$ cat config.mk
export PLATFORM = sky130hd
export DESIGN_NAME = prws_top
export DESIGN_NICKNAME = d
export VERILOG_FILES = /design/src/prws_pkg.sv /design/src/prws_top.sv
export SDC_FILE = /design/constraint.sdc
export NUM_CORES = 1
export LEC_CHECK = 0
export ABC_AREA = 1
export BUFFER_PORTS_ARGS = -buffer_cell sky130_fd_sc_hd__buf_2
export CAP_MARGIN = 0
export CORE_MARGIN = 10
export CORE_UTILIZATION = 36
export CTS_BUF_LIST = sky130_fd_sc_hd__clkbuf_4 sky130_fd_sc_hd__clkbuf_8 sky130_fd_sc_hd__clkbuf_16
export DETAILED_ROUTE_END_ITERATION = 6
export PLACE_DENSITY_LB_ADDON = 0.3
export SYNTH_ARGS = -nofsm -noshare
export SYNTH_HDL_FRONTEND = slang
export SYNTH_SLANG_ARGS = --single-unit
$ cat constraint.sdc
create_clock -name clk_i -period 1.96 [get_ports clk_i]
set_input_delay 0.294 -clock clk_i [delete_from_list [all_inputs] [get_ports clk_i]]
set_output_delay 0.294 -clock clk_i [all_outputs]
set_load 0.01 [all_outputs]
$ cat src/prws_pkg.sv
package prws_pkg;
    // ==========================================================
    // Register map
    localparam logic [7:0] PMC_OFFSET   = 8'h00;
    localparam logic [7:0] IRQ_STS_OFF  = 8'h04;
    localparam logic [7:0] IRQ_MASK_OFF = 8'h08;
    // ==========================================================
    // Field positions
    localparam int RST_BIT      = 4;
    localparam int LANW_BIT     = 3;
    localparam int ENW_BIT      = 2;
    localparam int CAUSE_HI     = 1;
    localparam int CAUSE_LO     = 0;
    localparam int SLEEP_LO     = 5;
    localparam int CLR_EN_BIT   = 8;
    localparam int CLR_STS_BIT  = 9;
    // ==========================================================
    // Reset values
    localparam logic [1:0] SLEEP_RST   = 2'h2;
    localparam logic       CLR_EN_RST  = 1'h1;
    localparam logic       CLR_STS_RST = 1'h0;
    // ==========================================================
    // Timing
    localparam int CLK_HZ        = 125000000;
    localparam int HOLD_US       = 2000;
    localparam int HOLD_CYCLES   = (CLK_HZ / 1000000) * HOLD_US;
    // ==========================================================
    // Interrupt bits
    localparam int IRQ_DONE = 0;
    localparam int IRQ_WAKE = 1;
    typedef enum logic [1:0] {
        PRWS_RUN  = 2'h0,
        PRWS_HOLD = 2'h1
    } prws_state_t;
endpackage

$ cat src/prws_top.sv
// The Wishbone interface to the registers and the address map were left to the implementer.
`timescale 1ns/1ps
// Behaviour
// - Writing one starts transceiver reset, hold 2 ms
// - Reset bit self-clears on release, resets zero
// - Writes to reset bit ignored while set
// - NAK all USB transfers during reset
// - LAN-wake enable, cleared on resume if enabled
// - Energy-detect enable, reset value zero
// - Energy enable cleared on resume if enabled
// - Two cause bits, set/cleared independently
// - Write one clears cause bit; reset zero
// - Cause 00 means no wake event
// - Upper cause bit: LAN wake or frame
// - Both cause bits may be set
// - Cause set only if armed before sleep
// - Cause setting ignores this register's enables
// - Resume clears upper cause if configured
// - Only remote-wake resumes clear enables
// - Sleep field selects sleep state 0..3
module prws_top #(
    parameter int HOLD_CYCLES = prws_pkg::HOLD_CYCLES
) (
    input  wire logic        clk_i,
    input  wire logic        rst_i,
    input  wire logic        ce_i,
    input  wire logic        wb_cyc_i,
    input  wire logic        wb_stb_i,
    input  wire logic        wb_we_i,
    input  wire logic [7:0]  wb_adr_i,
    input  wire logic [3:0]  wb_sel_i,
    input  wire logic [31:0] wb_dat_i,
    output logic      [31:0] wb_dat_o,
    output logic             wb_ack_o,
    input  wire logic        lan_wake_event_i,
    input  wire logic        energy_event_i,
    input  wire logic        armed_lan_i,
    input  wire logic        armed_energy_i,
    input  wire logic        resume_done_i,
    input  wire logic        resume_remote_i,
    output logic             transceiver_reset_o,
    output logic             usb_nak_o,
    output logic             lan_wake_enable_o,
    output logic             energy_wake_enable_o,
    output logic       [1:0] sleep_state_o,
    output logic             irq_o
);
    // ==========================================================
    // State
    typedef struct packed {
        prws_pkg::prws_state_t st;
        logic [31:0]           cnt;
        logic                  rst_req;
        logic                  lanw_en;
        logic                  enw_en;
        logic [1:0]            cause;
        logic [1:0]            sleep;
        logic                  clr_en;
        logic                  clr_sts;
        logic [1:0]            irq_sts;
        logic [1:0]            irq_mask;
        logic [31:0]           dat;
        logic                  ack;
        logic                  irq;
        logic [1:0]            ev_s1;
        logic [1:0]            ev_s2;
        logic [1:0]            ev_d;
        logic [3:0]            rs_s1;
        logic [3:0]            rs_s2;
        logic                  rdone_d;
    } prws_reg_t;

    prws_reg_t r;
    prws_reg_t next_r;

    // ==========================================================
    // Decode helper
    function automatic logic hit(input logic [7:0] a, input logic [7:0] off);
        hit = (a == off);
    endfunction

    logic        wr;
    logic        rd;
    logic [31:0] rdata;
    logic [1:0]  rise;
    logic        rdone;
    logic [1:0]  wclr;

    always_comb begin
        next_r = r;
        wr     = wb_cyc_i && wb_stb_i && !r.ack && wb_we_i;
        rd     = wb_cyc_i && wb_stb_i && !r.ack && !wb_we_i;
        // Synchronise external events; stage one feeds stage two only
        next_r.ev_s1 = {lan_wake_event_i, energy_event_i};
        next_r.ev_s2 = r.ev_s1;
        next_r.ev_d  = r.ev_s2;
        next_r.rs_s1 = {armed_lan_i, armed_energy_i, resume_done_i, resume_remote_i};
        next_r.rs_s2 = r.rs_s1;
        next_r.rdone_d = r.rs_s2[1];
        rise  = r.ev_s2 & ~r.ev_d;
        rdone = r.rs_s2[1] && !r.rdone_d;
        wclr  = 2'h0;

        // ======================================================
        // Transceiver reset sequencer
        case (r.st)
            prws_pkg::PRWS_RUN: begin
                if (wr && hit(wb_adr_i, prws_pkg::PMC_OFFSET) && wb_sel_i[0]
                    && wb_dat_i[prws_pkg::RST_BIT]) begin
                    next_r.st      = prws_pkg::PRWS_HOLD;
                    next_r.rst_req = 1'b1;
                    next_r.cnt     = 32'(HOLD_CYCLES - 1);
                end
            end
            prws_pkg::PRWS_HOLD: begin
                if (r.cnt == 32'h0) begin
                    next_r.st      = prws_pkg::PRWS_RUN;
                    next_r.rst_req = 1'b0;
                    next_r.irq_sts[prws_pkg::IRQ_DONE] = 1'b1;
                end else begin
                    next_r.cnt = r.cnt - 32'h1;
                end
            end
            default: begin
                next_r.st      = prws_pkg::PRWS_RUN;
                next_r.rst_req = 1'b0;
            end
        endcase

        // ======================================================
        // Register writes
        if (wr && hit(wb_adr_i, prws_pkg::PMC_OFFSET)) begin
            if (wb_sel_i[0]) begin
                next_r.lanw_en = wb_dat_i[prws_pkg::LANW_BIT];
                next_r.enw_en  = wb_dat_i[prws_pkg::ENW_BIT];
                next_r.sleep   = wb_dat_i[prws_pkg::SLEEP_LO +: 2];
                wclr = wb_dat_i[1:0];
            end
            if (wb_sel_i[1]) begin
                next_r.clr_en  = wb_dat_i[prws_pkg::CLR_EN_BIT];
                next_r.clr_sts = wb_dat_i[prws_pkg::CLR_STS_BIT];
            end
        end
        if (wr && hit(wb_adr_i, prws_pkg::IRQ_MASK_OFF) && wb_sel_i[0]) begin
            next_r.irq_mask = wb_dat_i[1:0];
        end
        if (wr && hit(wb_adr_i, prws_pkg::IRQ_STS_OFF) && wb_sel_i[0]) begin
            next_r.irq_sts = next_r.irq_sts & ~wb_dat_i[1:0];
        end
        // Completion in the same cycle as a clear must not be lost
        if (r.st == prws_pkg::PRWS_HOLD && r.cnt == 32'h0) begin
            next_r.irq_sts[prws_pkg::IRQ_DONE] = 1'b1;
        end

        // ======================================================
        // Wake cause: clears first, events win after
        next_r.cause = r.cause & ~wclr;
        if (rdone && r.clr_sts) begin
            next_r.cause[prws_pkg::CAUSE_HI] = 1'b0;
        end
        if (rdone && r.clr_en && r.rs_s2[0]) begin
            next_r.lanw_en = 1'b0;
            next_r.enw_en  = 1'b0;
        end
        // Armed levels latched by the sleep logic, not this register's enables
        if (rise[1] && r.rs_s2[3]) begin
            next_r.cause[prws_pkg::CAUSE_HI] = 1'b1;
        end
        if (rise[0] && r.rs_s2[2]) begin
            next_r.cause[prws_pkg::CAUSE_LO] = 1'b1;
        end
        if ((rise[1] && r.rs_s2[3]) || (rise[0] && r.rs_s2[2])) begin
            next_r.irq_sts[prws_pkg::IRQ_WAKE] = 1'b1;
        end

        // ======================================================
        // Bus answer: one-cycle ack, then drop
        next_r.ack = wb_cyc_i && wb_stb_i && !r.ack;
        rdata = 32'h0;
        if (hit(wb_adr_i, prws_pkg::PMC_OFFSET)) begin
            rdata[prws_pkg::RST_BIT]        = r.rst_req;
            rdata[prws_pkg::LANW_BIT]       = r.lanw_en;
            rdata[prws_pkg::ENW_BIT]        = r.enw_en;
            rdata[1:0]                      = r.cause;
            rdata[prws_pkg::SLEEP_LO +: 2]  = r.sleep;
            rdata[prws_pkg::CLR_EN_BIT]     = r.clr_en;
            rdata[prws_pkg::CLR_STS_BIT]    = r.clr_sts;
        end else if (hit(wb_adr_i, prws_pkg::IRQ_STS_OFF)) begin
            rdata[1:0] = r.irq_sts;
        end else if (hit(wb_adr_i, prws_pkg::IRQ_MASK_OFF)) begin
            rdata[1:0] = r.irq_mask;
        end
        next_r.dat = rd ? rdata : 32'h0;
        next_r.irq = |(next_r.irq_sts & next_r.irq_mask);
    end

    always_ff @(posedge clk_i) begin
        if (rst_i) begin
            r         <= '0;
            r.st      <= prws_pkg::PRWS_RUN;
            r.sleep   <= prws_pkg::SLEEP_RST;
            r.clr_en  <= prws_pkg::CLR_EN_RST;
            r.clr_sts <= prws_pkg::CLR_STS_RST;
        end else if (ce_i) begin
            r <= next_r;
        end
    end

    // ==========================================================
    // Outputs, all flopped
    assign wb_dat_o             = r.dat;
    assign wb_ack_o             = r.ack;
    assign transceiver_reset_o  = r.rst_req;
    assign usb_nak_o            = r.rst_req;
    assign lan_wake_enable_o    = r.lanw_en;
    assign energy_wake_enable_o = r.enw_en;
    assign sleep_state_o        = r.sleep;
    assign irq_o                = r.irq;
endmodule

* Word-level counts from Yosys, hierarchy flattened
Cells that the tools add are included.
** Storage, ports and cells
- Input bits :: 56
- Register bits :: 96
- Output and inout port bits :: 40
- Logic and storage cells :: 95
** Cells by class
- Bitwise operators :: 7
- Equal/unequal tests :: 6
- Reduce and logical (&&, ||, !) cells :: 34
- Mux-type cells :: 27
- Add/sub/neg operators :: 1
** Operator list (count)
- $pmux W32 S2 :: 1
- $mux W35 :: 1
- $logic_not A32 Y1 :: 1
- $mux W32 :: 1
- $sub A32 B1 Y32 const B :: 1
- $mux W2 :: 12
- $logic_and A1 B1 Y1 :: 18
- $reduce_and A3 Y1 :: 4
- $mux W10 :: 1
- $and A2 B2 Y2 :: 4
- $eq A8 B3 Y1 const B :: 1
- $eq A8 B4 Y1 const B :: 1
- $logic_not A8 Y1 :: 1
- $mux W1 :: 8
- $ne A2 B2 Y1 const B :: 3
- $not A2 Y2 :: 3
- $reduce_bool A2 Y1 :: 3
- $mux W5 :: 1
- $pmux W2 S2 :: 1
- $reduce_and A4 Y1 :: 1
- $logic_not A1 Y1 :: 3
- $eq A2 B1 Y1 const B :: 1
- $logic_not A2 Y1 :: 1
- $pmux W1 S2 :: 1
- other kinds (2) :: 2

* Depth between registers and ports, before layout
Gate-level depths: netlist (run 1).
- Depth in word-level cells :: 9
- Depth in mapped cells :: 14

* Worst setup path after synthesis (run 1)
OpenSTA, ideal clock, no wires.
- Path kind :: register to register
- Start point :: reg r[62] in the netlist's numbering
- End point :: reg r[88] in the netlist's numbering
- Stages on the path, launching flop included :: 15
- Period minus slack after synthesis :: 1.609 ns
- Data arrival time :: 1.481 ns
- Data required time :: 1.832 ns
- Path slack :: 0.351 ns
- Path buffers :: 1
- Cell sequence :: dfxtp_1 -> inv_1 -> ha_1 -> inv_1 -> nor2_1 -> nand2_1 -> nor2_2 -> nand2_1 -> nor2_4 -> nor2_2 -> nor2_4 -> buf_6 -> nor2_1 -> nor2_1 -> nor2_1
** On the way
- Cells in the longest elaborated chain, start to end :: 3
- Elaborated cells between the ends (all ways) :: 6
- Those cells by class :: add/sub: 1; eq/ne: 1; mux: 2; reduce/logical: 2
** Ends and longest elaborated chain
- start: declaration :: RTL line prws_top.sv:73 : prws_reg_t r;
- start signal: assignment :: RTL line prws_top.sv:205 : r <= next_r;
- $sub A32 B1 Y32 / $logic_not A32 Y1 (equally long branches) :: RTL line prws_top.sv:121, prws_top.sv:116
- $mux W32 / $ne A2 B2 Y1 (equally long branches)
- $pmux W32 S2 / $reduce_and A4 Y1 (equally long branches)
Several ways; a longest one is shown, not always the timed one. The select of a mux whose other input is x is not followed.
A chain may end at the register's enable or synchronous reset.

* Worst setup path in the final report (run 1)
- Start point :: reg r[63] in the netlist's numbering
- End point :: reg r[87] in the netlist's numbering
The elaborated chain is that of the path after synthesis.

==> results of run 1 <==
==> worst register-to-register path, delay by kind of cell (launching register included) <==
kind,cells,cell delay [ns]
buf+inv,3,0.34
simple gates,10,0.96
fa+ha+maj,1,0.13
flops,1,0.32
==> through the flow <==
| step | cells | setup TNS (ns) | setup WS, ns | power [mW] |
|---|---|---|---|---|
| global placement | 818 | 0 | 0.1684 | 1.684 |
| finish | 837 | 0 | 0.08745 | 3.301 |
| detailed placement | 818 | 0 | 0.1558 | 1.688 |
| floorplan | 669 | 0 | 0.3511 | 1.658 |
| global route | 837 | -0.1415 | -0.02793 | 3.421 |
| CTS | 833 | 0 | 0.1532 | 3.335 |
==> registers in the layout, summed over array words and instances (netlist names) <==
signal and count:
r 46, next_r 9, wb_dat_o 9, sleep_state_o 2, energy_wake_enable_o 1, irq_o 1, lan_wake_enable_o 1, transceiver_reset_o 1
wb_ack_o 1
==> routing by layer <==
layer / vias up / global-route usage / part of all wire
met2: 115 / 0.2131 / 0.48
li1: 2080 / - / -
met3: 14 / 0.04673 / 0.081
met1: 1767 / 0.1506 / 0.42
met5: - / 0 / 0
met4: 0 / 0.05425 / 0.016
==> power groups by stage <==
stage	clock network (mW)	logic, mW	registers [mW]
global placement	0	0.166	1.52
CTS	1.68	0.170	1.49
floorplan	0	0.141	1.52
global route	1.74	0.194	1.49
finish	1.64	0.170	1.49
detailed placement	0	0.169	1.52
==> cell families after synthesis <==
| group | count (synthesis) | share of synthesized area |
|---|---|---|
| adder cells (fa/ha/maj) | 2 | 0.006036 |
| other | 1 | 0.0009047 |
| AO/OA/AOI/OAI | 91 | 0.1192 |
| buffers and inverters | 102 | 0.1316 |
| flip-flops | 71 | 0.3429 |
| AND/OR/NAND/NOR | 367 | 0.3719 |
| XOR/XNOR | 13 | 0.02747 |
==> final timing paths <==
| check | from | end | slack (ns) | cells after the start |
|---|---|---|---|---|
| setup reg to reg | r[63] | r[87] | 0.09 | 14 |
| hold reg to reg | wb_dat_o[6] | wb_dat_o[6] | 0.46 | 2 |
| hold / removal | wb_dat_i[6] | sleep_state_o[1] | 0.16 | 3 |
| setup / recovery | r[63] | r[87] | 0.09 | 14 |
==> final cells by class <==
type                       instances  share of cell area
clock inverter                     6             0.01460
inverter                          46             0.03650
multi-input combinational        496              0.4763
clock buffer                       9             0.04692
tap                              143             0.03728
timing repair buffer              66             0.09202
sequential                        71              0.2964
==> placed cells by master (no fill, tap or decap) <==
cell	count
nor2_1	141
clkinv_1	1
a21oi_2	5
nand2_2	9
nand2_1	155
or2_2	2
o211a_1	1
ha_4	1
inv_6	1
clkinvlp_4	3
bufinv_16	1
clkbuf_16	11
buf_4	14
dfxtp_1	70
inv_1	42
inv_2	2
xor2_1	6
a21oi_1	39
o21ai_0	39
ha_1	1
clkinv_4	1
inv_4	1
buf_12	2
xnor2_1	7
nand4_1	12
nand3_2	1
o21ai_1	1
dfxtp_2	1
conb_1	23
o211ai_1	6
nor3_1	1
buf_6	1
buf_2	47
nor2_4	6
nor2_2	13
nand3_1	27
==> what timing repair did <==
action                     4_1_cts  5_1_grt
setup endpoints to repair        0        1
gates resized for setup          0       10
setup buffers                    0        1
hold buffers                     0        0
==> flow_summary.yaml, run 1 <==
synthesis:
  netlist_top_cells_count: "nand2_1, nor2_1, dfxtp_1"
  synthCells: 647
  syn_avg_cell_area_sq_um: 6.407
  postSynth.asyncResetShare: 0
  synth_area_sq_mm: 0.004145
  synth_cell_type_count: 29
  yosysWarnings: 0
  synth_largest_area_cell: "dfxtp_1"
  yosys.cell_count.top_type: "nand2_1"
  ys_seq_area_frac: 0.3429
  synth_top_area_share: 0.3429
  synth_edf_count: 0
  synthFlopType: "dfxtp_1"
  ys_ff_latch: 71
  yosys-top-cells-area: "dfxtp_1, nand2_1, nor2_1"
die:
  rows: 39
  io_pins: 96
  die_h_um: 127.3
  die-area_sq_mm: 0.01621
  core_area_sq_mm: 0.01137
  die_w_um: 127.3
  start_util: 0.3646
timing:
  fmax_mhz: 534.0
  hold_viol_final: 0
  slew_viol_final: 0
  finalClockSkew_ns: 0.007314
  min_period_over_period: 0.9554
  setup_viol: 0
  whs_ns: 0.1585
  fin_crit_ns: 1.873
  tightestPinTransition_ns: 0.6522
  slew-limit-headroom: 0.5647
setup_path:
  crit_arrival_ns: 2.08
  path_class: "register to register"
  worst_path_largest_cell_delay_ns: 0.32
  cpMostUsedCell: "nor2_1"
  crit_path_end_kind: "register"
  path_cells: "inv_2 > ha_4 > inv_1 > nor2_1 > nand2_1 > nor2_2 > nand2_2 > nor2_4 > nor2_4 > nor2_4 > clkbuf_16 > nor2_1 > nor2_1 > nor2_1"
  crit_family: "simple AND/OR/NAND/NOR gates"
  worstPathMaxFanout: 8
  required_ns: 2.17
  cp-start-kind: "register"
  slowest_stage: "dfxtp_1"
  crit_buf_inv: 3
cts:
  h-tree-depth: 3
  clockRootBuffer: "clkbuf_16"
  cts_num_sinks: 71
  clk_path_buf_depth: 2
  cts_tree: "built"
  clk_latency_ns: 0.34
  cts_made_buffers: 9
  clkTransAtPathRegs_ns: 0.06
pwr:
  clkPwrFrac: 0.498
  p_sw_uw: 789.3
  switching_share: 0.2391
  power_density_mw_per_mm2: 687.9
  power_leakage_nw: 2.320
  comb_power_share: 0.052
  intPower_mw: 2.512
  vdd_drop_max_mv: 0.4607
  power_frac_seq: 0.451
global_route:
  grt_remaining_overflow: 0
  antenna_found_initial: 0
  grt_usage: 0.1302
  grt_pass1_wl_mm: 17.55
  grt_max_degree: 47
  grt_pass1_vias: 3758
placement:
  portBuffers: 47
  dp_hpwl_mm: 7.611
  place_area_sq_mm: 0.004407
  place.gp.congestion: 0.9035
min_path:
  hold_path_class: "primary input to register"
detailed_routing:
  wl_mm: 10.75
  first_pass_iters: 4
  viasPerCell: 4.750
  drt_iter0_drc: 170
  ant_nets: 0
  drcViolationCount: 0
  wl_per_cell_um: 12.84
  dr_total_vias: 3976
status:
  status: "completed"
finish:
  multi_input_area_sq_mm: 0.002286
  regArea_sq_mm: 0.001423
  layout-drive-gt1-share: 0.1758
  fin_area_sq_mm: 0.004800
  final_util: 0.4221
  nFillCells: 1183
  num-nets-final: 748
  area_growth_pct: 15.79
  diodes: 0
job:
  drv_cap: 0
(Power assumes the default switching activity.)
==> run 2: changes to the inputs <==
CELL_PAD_IN_SITES_DETAIL_PLACEMENT = 1   (was default)
CELL_PAD_IN_SITES_GLOBAL_PLACEMENT = 1   (was default)
CTS_BUF_LIST = sky130_fd_sc_hd__clkbuf_16   (was sky130_fd_sc_hd__clkbuf_4 sky130_fd_sc_hd__clkbuf_8 sky130_fd_sc_hd__clkbuf_16)
==> run 2 against run 1 <==
Effect of this change: cell area increased by 4.4%; core utilization increased by 1.8 points; critical path type unchanged; critical path depth decreased by 3; routed wire length increased by 25%; critical endpoint is now r[86]; largest cell class unchanged.
==> flow_summary.yaml, run 2 (synthesis gave the netlist of run 1 again) <==
die:
  die-area_sq_mm: 0.01621
  die_w_um: 127.3
  rows: 39
  start_util: 0.3646
  io_pins: 96
  die_h_um: 127.3
  core_area_sq_mm: 0.01137
cts:
  cts_num_sinks: 71
  clk_latency_ns: 0.34
  h-tree-depth: 3
  ctsHoldBuffers: 0
  clockRootBuffer: "clkbuf_16"
  clkTransAtPathRegs_ns: 0.06
  cts_tree: "built"
  clk_path_buf_depth: 2
  cts_made_buffers: 9
finish:
  num-nets-final: 783
  layout_commonest_cell: "nand2_1"
  layout-drive-gt1-share: 0.2137
  regArea_sq_mm: 0.001421
  top_register: "r"
  diodes: 0
  mostFrequentLayoutCells: "nand2_1, nor2_1, dfxtp_1"
  largest_reg_flops: 46
  fin_area_sq_mm: 0.005010
  multi_input_area_sq_mm: 0.002292
  area_growth_pct: 20.86
  nFillCells: 1527
detailed_routing:
  wl_per_cell_um: 15.33
  drcViolationCount: 0
  dr_total_vias: 4325
  viasPerCell: 4.954
  drt_iter0_drc: 185
  ant_nets: 0
  first_pass_iters: 4
  wl_mm: 13.39
global_route:
  grt_max_degree: 47
  grt_usage: 0.1680
  grt_pass1_wl_mm: 22.43
  antenna_found_initial: 0
  grt_remaining_overflow: 0
  grt_pass1_vias: 4697
setup_path:
  crit_path_end_kind: "register"
  crit_arrival_ns: 2.12
  reg2reg_slack_ns: 0.10
  r2r-start: "r[62]"
  path_class: "register to register"
  required_ns: 2.23
  reg2reg_to: "r[86]"
  reg2reg_depth: 11
  cp-start-kind: "register"
  worstPathMaxFanout: 5
min_path:
  whs_path_depth: 3
  hold_path_class: "primary input to register"
  min_from: "wb_dat_i[6]"
  min_to: "sleep_state_o[1]"
timing:
  finalClockSkew_ns: 0.005557
  setup_viol: 0
  min_period_over_period: 0.9466
  fmax_mhz: 539.0
  grt_setup_unrepaired: "no"
  tightestPinTransition_ns: 0.7000
  fin_crit_ns: 1.855
  slew-limit-headroom: 0.5328
  slew_viol_final: 0
  layout_setup_ws_ns: 0.1046
  finalSetupTns_ns: 0
  whs_ns: 0.1681
  hold_viol_final: 0
pwr:
  p_sw_uw: 821.1
  vdd_drop_max_mv: 0.5994
  power_mw: 3.206
  clkPwrFrac: 0.482
  power_leakage_nw: 2.480
  power_density_mw_per_mm2: 640.0
  power_frac_seq: 0.464
  switching_share: 0.2561
  intPower_mw: 2.385
  comb_power_share: 0.054
placement:
  place_area_sq_mm: 0.004649
  dp_hpwl_mm: 9.754
  place.gp.congestion: 0.8857
  portBuffers: 47
  place_ws_ns: -0.2578
status:
  status: "completed"
job:
  drv_cap: 0
==> run 2: cell count changes in the layout (fill, tap and decap cells not counted), sizes merged <==
| cell | delta |
|---|---|
| nor2 | +1 |
| bufinv | -1 |
| inv | +2 |
| buf | +36 |
| clkbuf | -2 |
==> run 2: routing by layer <==
metal	track usage	vias up	wire, um
li1	-	2144	-
met1	0.1820	2077	5657
met2	0.3031	84	6807
met3	0.05418	20	683
met4	0.05090	0	236
met5	0	-	0
==> run 2: worst max-delay path, stage by stage, from the launching register on <==
cell and delay, ns:
dfxtp_1 0.31, inv_1 0.08, buf_4 0.13, ha_2 0.23, nand2_1 0.12, nor2_1 0.32, nand3_1 0.14, nand2_1 0.09
nand2_1 0.06, nor2_1 0.08, nand2_1 0.07, a21oi_1 0.13
==> run 2: power by group through the flow <==
stage	Combinational (mW)	Sequential [mW]	Clock (mW)
after floorplan	0.141	1.52	0
after global placement	0.167	1.52	0
after detailed placement	0.173	1.52	0
after CTS	0.174	1.49	1.59
after global routing	0.201	1.49	1.66
final	0.173	1.49	1.54
==> run 2: layout make-up <==
type                    count  area share
multi-input cells         497      0.4575
clock inverters             7    0.009740
flip-flops and latches     71      0.2837
repair buffers            100      0.1339
well taps                 143     0.03571
inverters                  46     0.03447
clock buffers               9     0.04496
==> run 2: worst max-delay path by stage <==
stage,start,end,slack (ns),depth (start not counted)
2_1_floorplan,r[62],r[88],0.35,14
3_3_place_gp,r[62],r[87],-0.19,13
3_5_place_dp,r[62],r[93],-0.26,13
4_1_cts,r[62],r[73],0.02,12
5_1_grt,r[62],r[86],0.006,11
6_report,r[62],r[86],0.10,11
==> run 2: through the flow <==
| stage | cells | utilization |
|---|---|---|
| finish | 873 | 0.4406 |
| CTS | 871 | 0.4364 |
| detailed placement | 852 | 0.4089 |
| global placement | 852 | 0.4089 |
| floorplan | 669 | - |
| global route | 873 | 0.4406 |
==> run 2: repair_timing <==
action / CTS / global route
buffers inserted: 2 / 2
pin swaps: 1 / 2
setup endpoints to repair: 32 / 23
resized for setup: 1 / 7
cloned: 1 / 0
==> run 3: changes to the inputs <==
CORE_UTILIZATION = 34   (was 36)
clock period = 1.55 ns   (was 1.96 ns; I/O delays follow)
==> run 3 against run 2 <==
Effect of this change: sequential power up 26%; flip-flop and latch count is the same; the flow now finishes with violations (setup timing); worst setup slack got worse by 0.26 ns; cell area grew 12%; critical path type unchanged; sequential share of layout area down 3.1 points; first-iteration DRC count is 11% lower; routed wire length rose by 6.1%; final cell count increased by 6.4%; combinational power is 40% higher; count of clock-buffer cells in the layout did not move; maximum frequency increased by 9.0%; global-route usage is 0.20 points higher.
==> flow_summary.yaml, run 3 (synthesis gave the netlist of run 1 again) <==
status:
  status: "complete, but fails checks"
  violations: "setup timing"
pwr:
  switching_share: 0.2215
  power_leakage_nw: 2.782
  comb_power_share: 0.054
  intPower_mw: 3.510
  p_sw_uw: 998.5
  power_frac_seq: 0.418
  vdd_drop_max_mv: 1.003
  power_density_mw_per_mm2: 800.2
  clkPwrFrac: 0.529
finish:
  final_cell_count_no_fill: 929
  final_util: 0.4710
  top_register: "r"
  layout_commonest_cell: "nand2_1"
  fin_area_sq_mm: 0.005634
  num-nets-final: 836
  layout-drive-gt1-share: 0.3248
  mostFrequentLayoutCells: "nand2_1, nor2_1, buf_4"
  nFillCells: 1604
  diodes: 0
  area_growth_pct: 35.92
  regArea_sq_mm: 0.001426
  multi_input_area_sq_mm: 0.002422
  largest_reg_flops: 46
setup_path:
  worstPathMaxFanout: 14
  r2r-start: "r[63]"
  crit_buf_inv: 3
  crit_arrival_ns: 1.93
  path_cells: "inv_2 > ha_4 > inv_2 > nor2_1 > nand2_1 > nor2_2 > nand2_2 > nor2_4 > nor2_2 > nor2_4 > buf_12 > nor2_1 > nor2_1 > nor2_1"
  reg2reg_slack_ns: -0.15
  critPathLaunch: "r[63]"
  cpMostUsedCell: "nor2_1"
  required_ns: 1.78
  path_class: "register to register"
  crit_path_end_kind: "register"
  slowest_stage: "dfxtp_1"
  cp-start-kind: "register"
  worst_path_largest_cell_delay_ns: 0.33
  crit_family: "simple AND/OR/NAND/NOR gates"
timing:
  slew_viol_final: 0
  setup_viol: 34
  fmax_mhz: 587.6
  layout_setup_ws_ns: -0.1518
  fin_crit_ns: 1.702
  min_period_over_period: 1.098
  hold_viol_final: 0
  finalClockSkew_ns: 0.005688
  whs_ns: 0.1003
  grt_setup_unrepaired: "yes"
cts:
  clkTransAtPathRegs_ns: 0.06
  h-tree-depth: 3
  clk_path_buf_depth: 2
  clk_latency_ns: 0.34
  cts_num_sinks: 71
  clockRootBuffer: "clkbuf_16"
  cts_tree: "built"
  ctsHoldBuffers: 0
  cts_made_buffers: 9
placement:
  dp_hpwl_mm: 10.23
  place_area_sq_mm: 0.005025
  place.gp.congestion: 0.8895
  dpl.cell_count: 902
  portBuffers: 47
global_route:
  grt_pass1_wl_mm: 23.01
  grt_pass1_vias: 4849
  grt_max_degree: 47
  grt_usage: 0.1700
  grt_remaining_overflow: 0
  antenna_found_initial: 0
die:
  io_pins: 96
  die_w_um: 130.4
  die_h_um: 130.4
  start_util: 0.3465
  die-area_sq_mm: 0.01701
  rows: 40
  core_area_sq_mm: 0.01196
min_path:
  hold_path_class: "primary input to register"
  min_from: "wb_dat_i[6]"
job:
  drv_cap: 0
detailed_routing:
  viasPerCell: 4.849
  drt_iter0_drc: 165
  drcViolationCount: 0
  wl_per_cell_um: 15.28
  first_pass_iters: 4
  ant_nets: 0
  dr_total_vias: 4505
  wl_mm: 14.20
-- run 3: worst paths after layout --
kind / end / cells past startpoint
worst min register to register: wb_dat_o[5] / 2
worst max-delay path: r[88] / 14
worst max register to register: r[88] / 14
worst min-delay path: sleep_state_o[1] / 3
-- run 3: through the flow --
step	setup slack [ns]	setup TNS, ns	total power [mW]
global route	-0.2890	-7.642	4.684
finish	-0.1518	-3.549	4.508
CTS	-0.1551	-3.437	4.539
global placement	-0.3071	-3.896	2.140
floorplan	-0.01987	-0.09934	2.096
detailed placement	-0.3236	-5.481	2.151
-- run 3: worst register-to-register path, delay by kind of cell (launching register included) --
| kind | cells | cell delay, ns |
|---|---|---|
| fa+ha+maj | 1 | 0.13 |
| buf+inv | 3 | 0.28 |
| flops | 1 | 0.33 |
| simple gates | 10 | 0.86 |
-- run 3: final cells by class --
class                   count  area share
clock buffers               9     0.03997
multi-input cells         496      0.4299
repair buffers            154      0.1936
flip-flops and latches     71      0.2532
well taps                 147     0.03264
inverters                  46     0.03109
clock inverters             6     0.01954
-- run 3: timing repair --
action,in CTS,in global routing
setup endpoints to repair,33,38
pin swaps,8,12
hold endpoints to repair,0,0
gates resized for setup,29,43
setup buffers,7,7
-- run 3: power groups by stage --
stage               clock [mW]  combinational, mW  sequential (mW)
detailed placement           0              0.229             1.92
finish                    2.38              0.242             1.88
global placement             0              0.220             1.92
global route              2.52              0.277             1.89
floorplan                    0              0.179             1.92
CTS                       2.42              0.232             1.88
-- run 3: routing by layer --
metal	vias to the layer above	routed length (um)	track usage
li1	2245	-	-
met1	2182	5849	0.1829
met5	-	0	0
met2	65	7599	0.3159
met3	13	524	0.04875
met4	0	223	0.04840
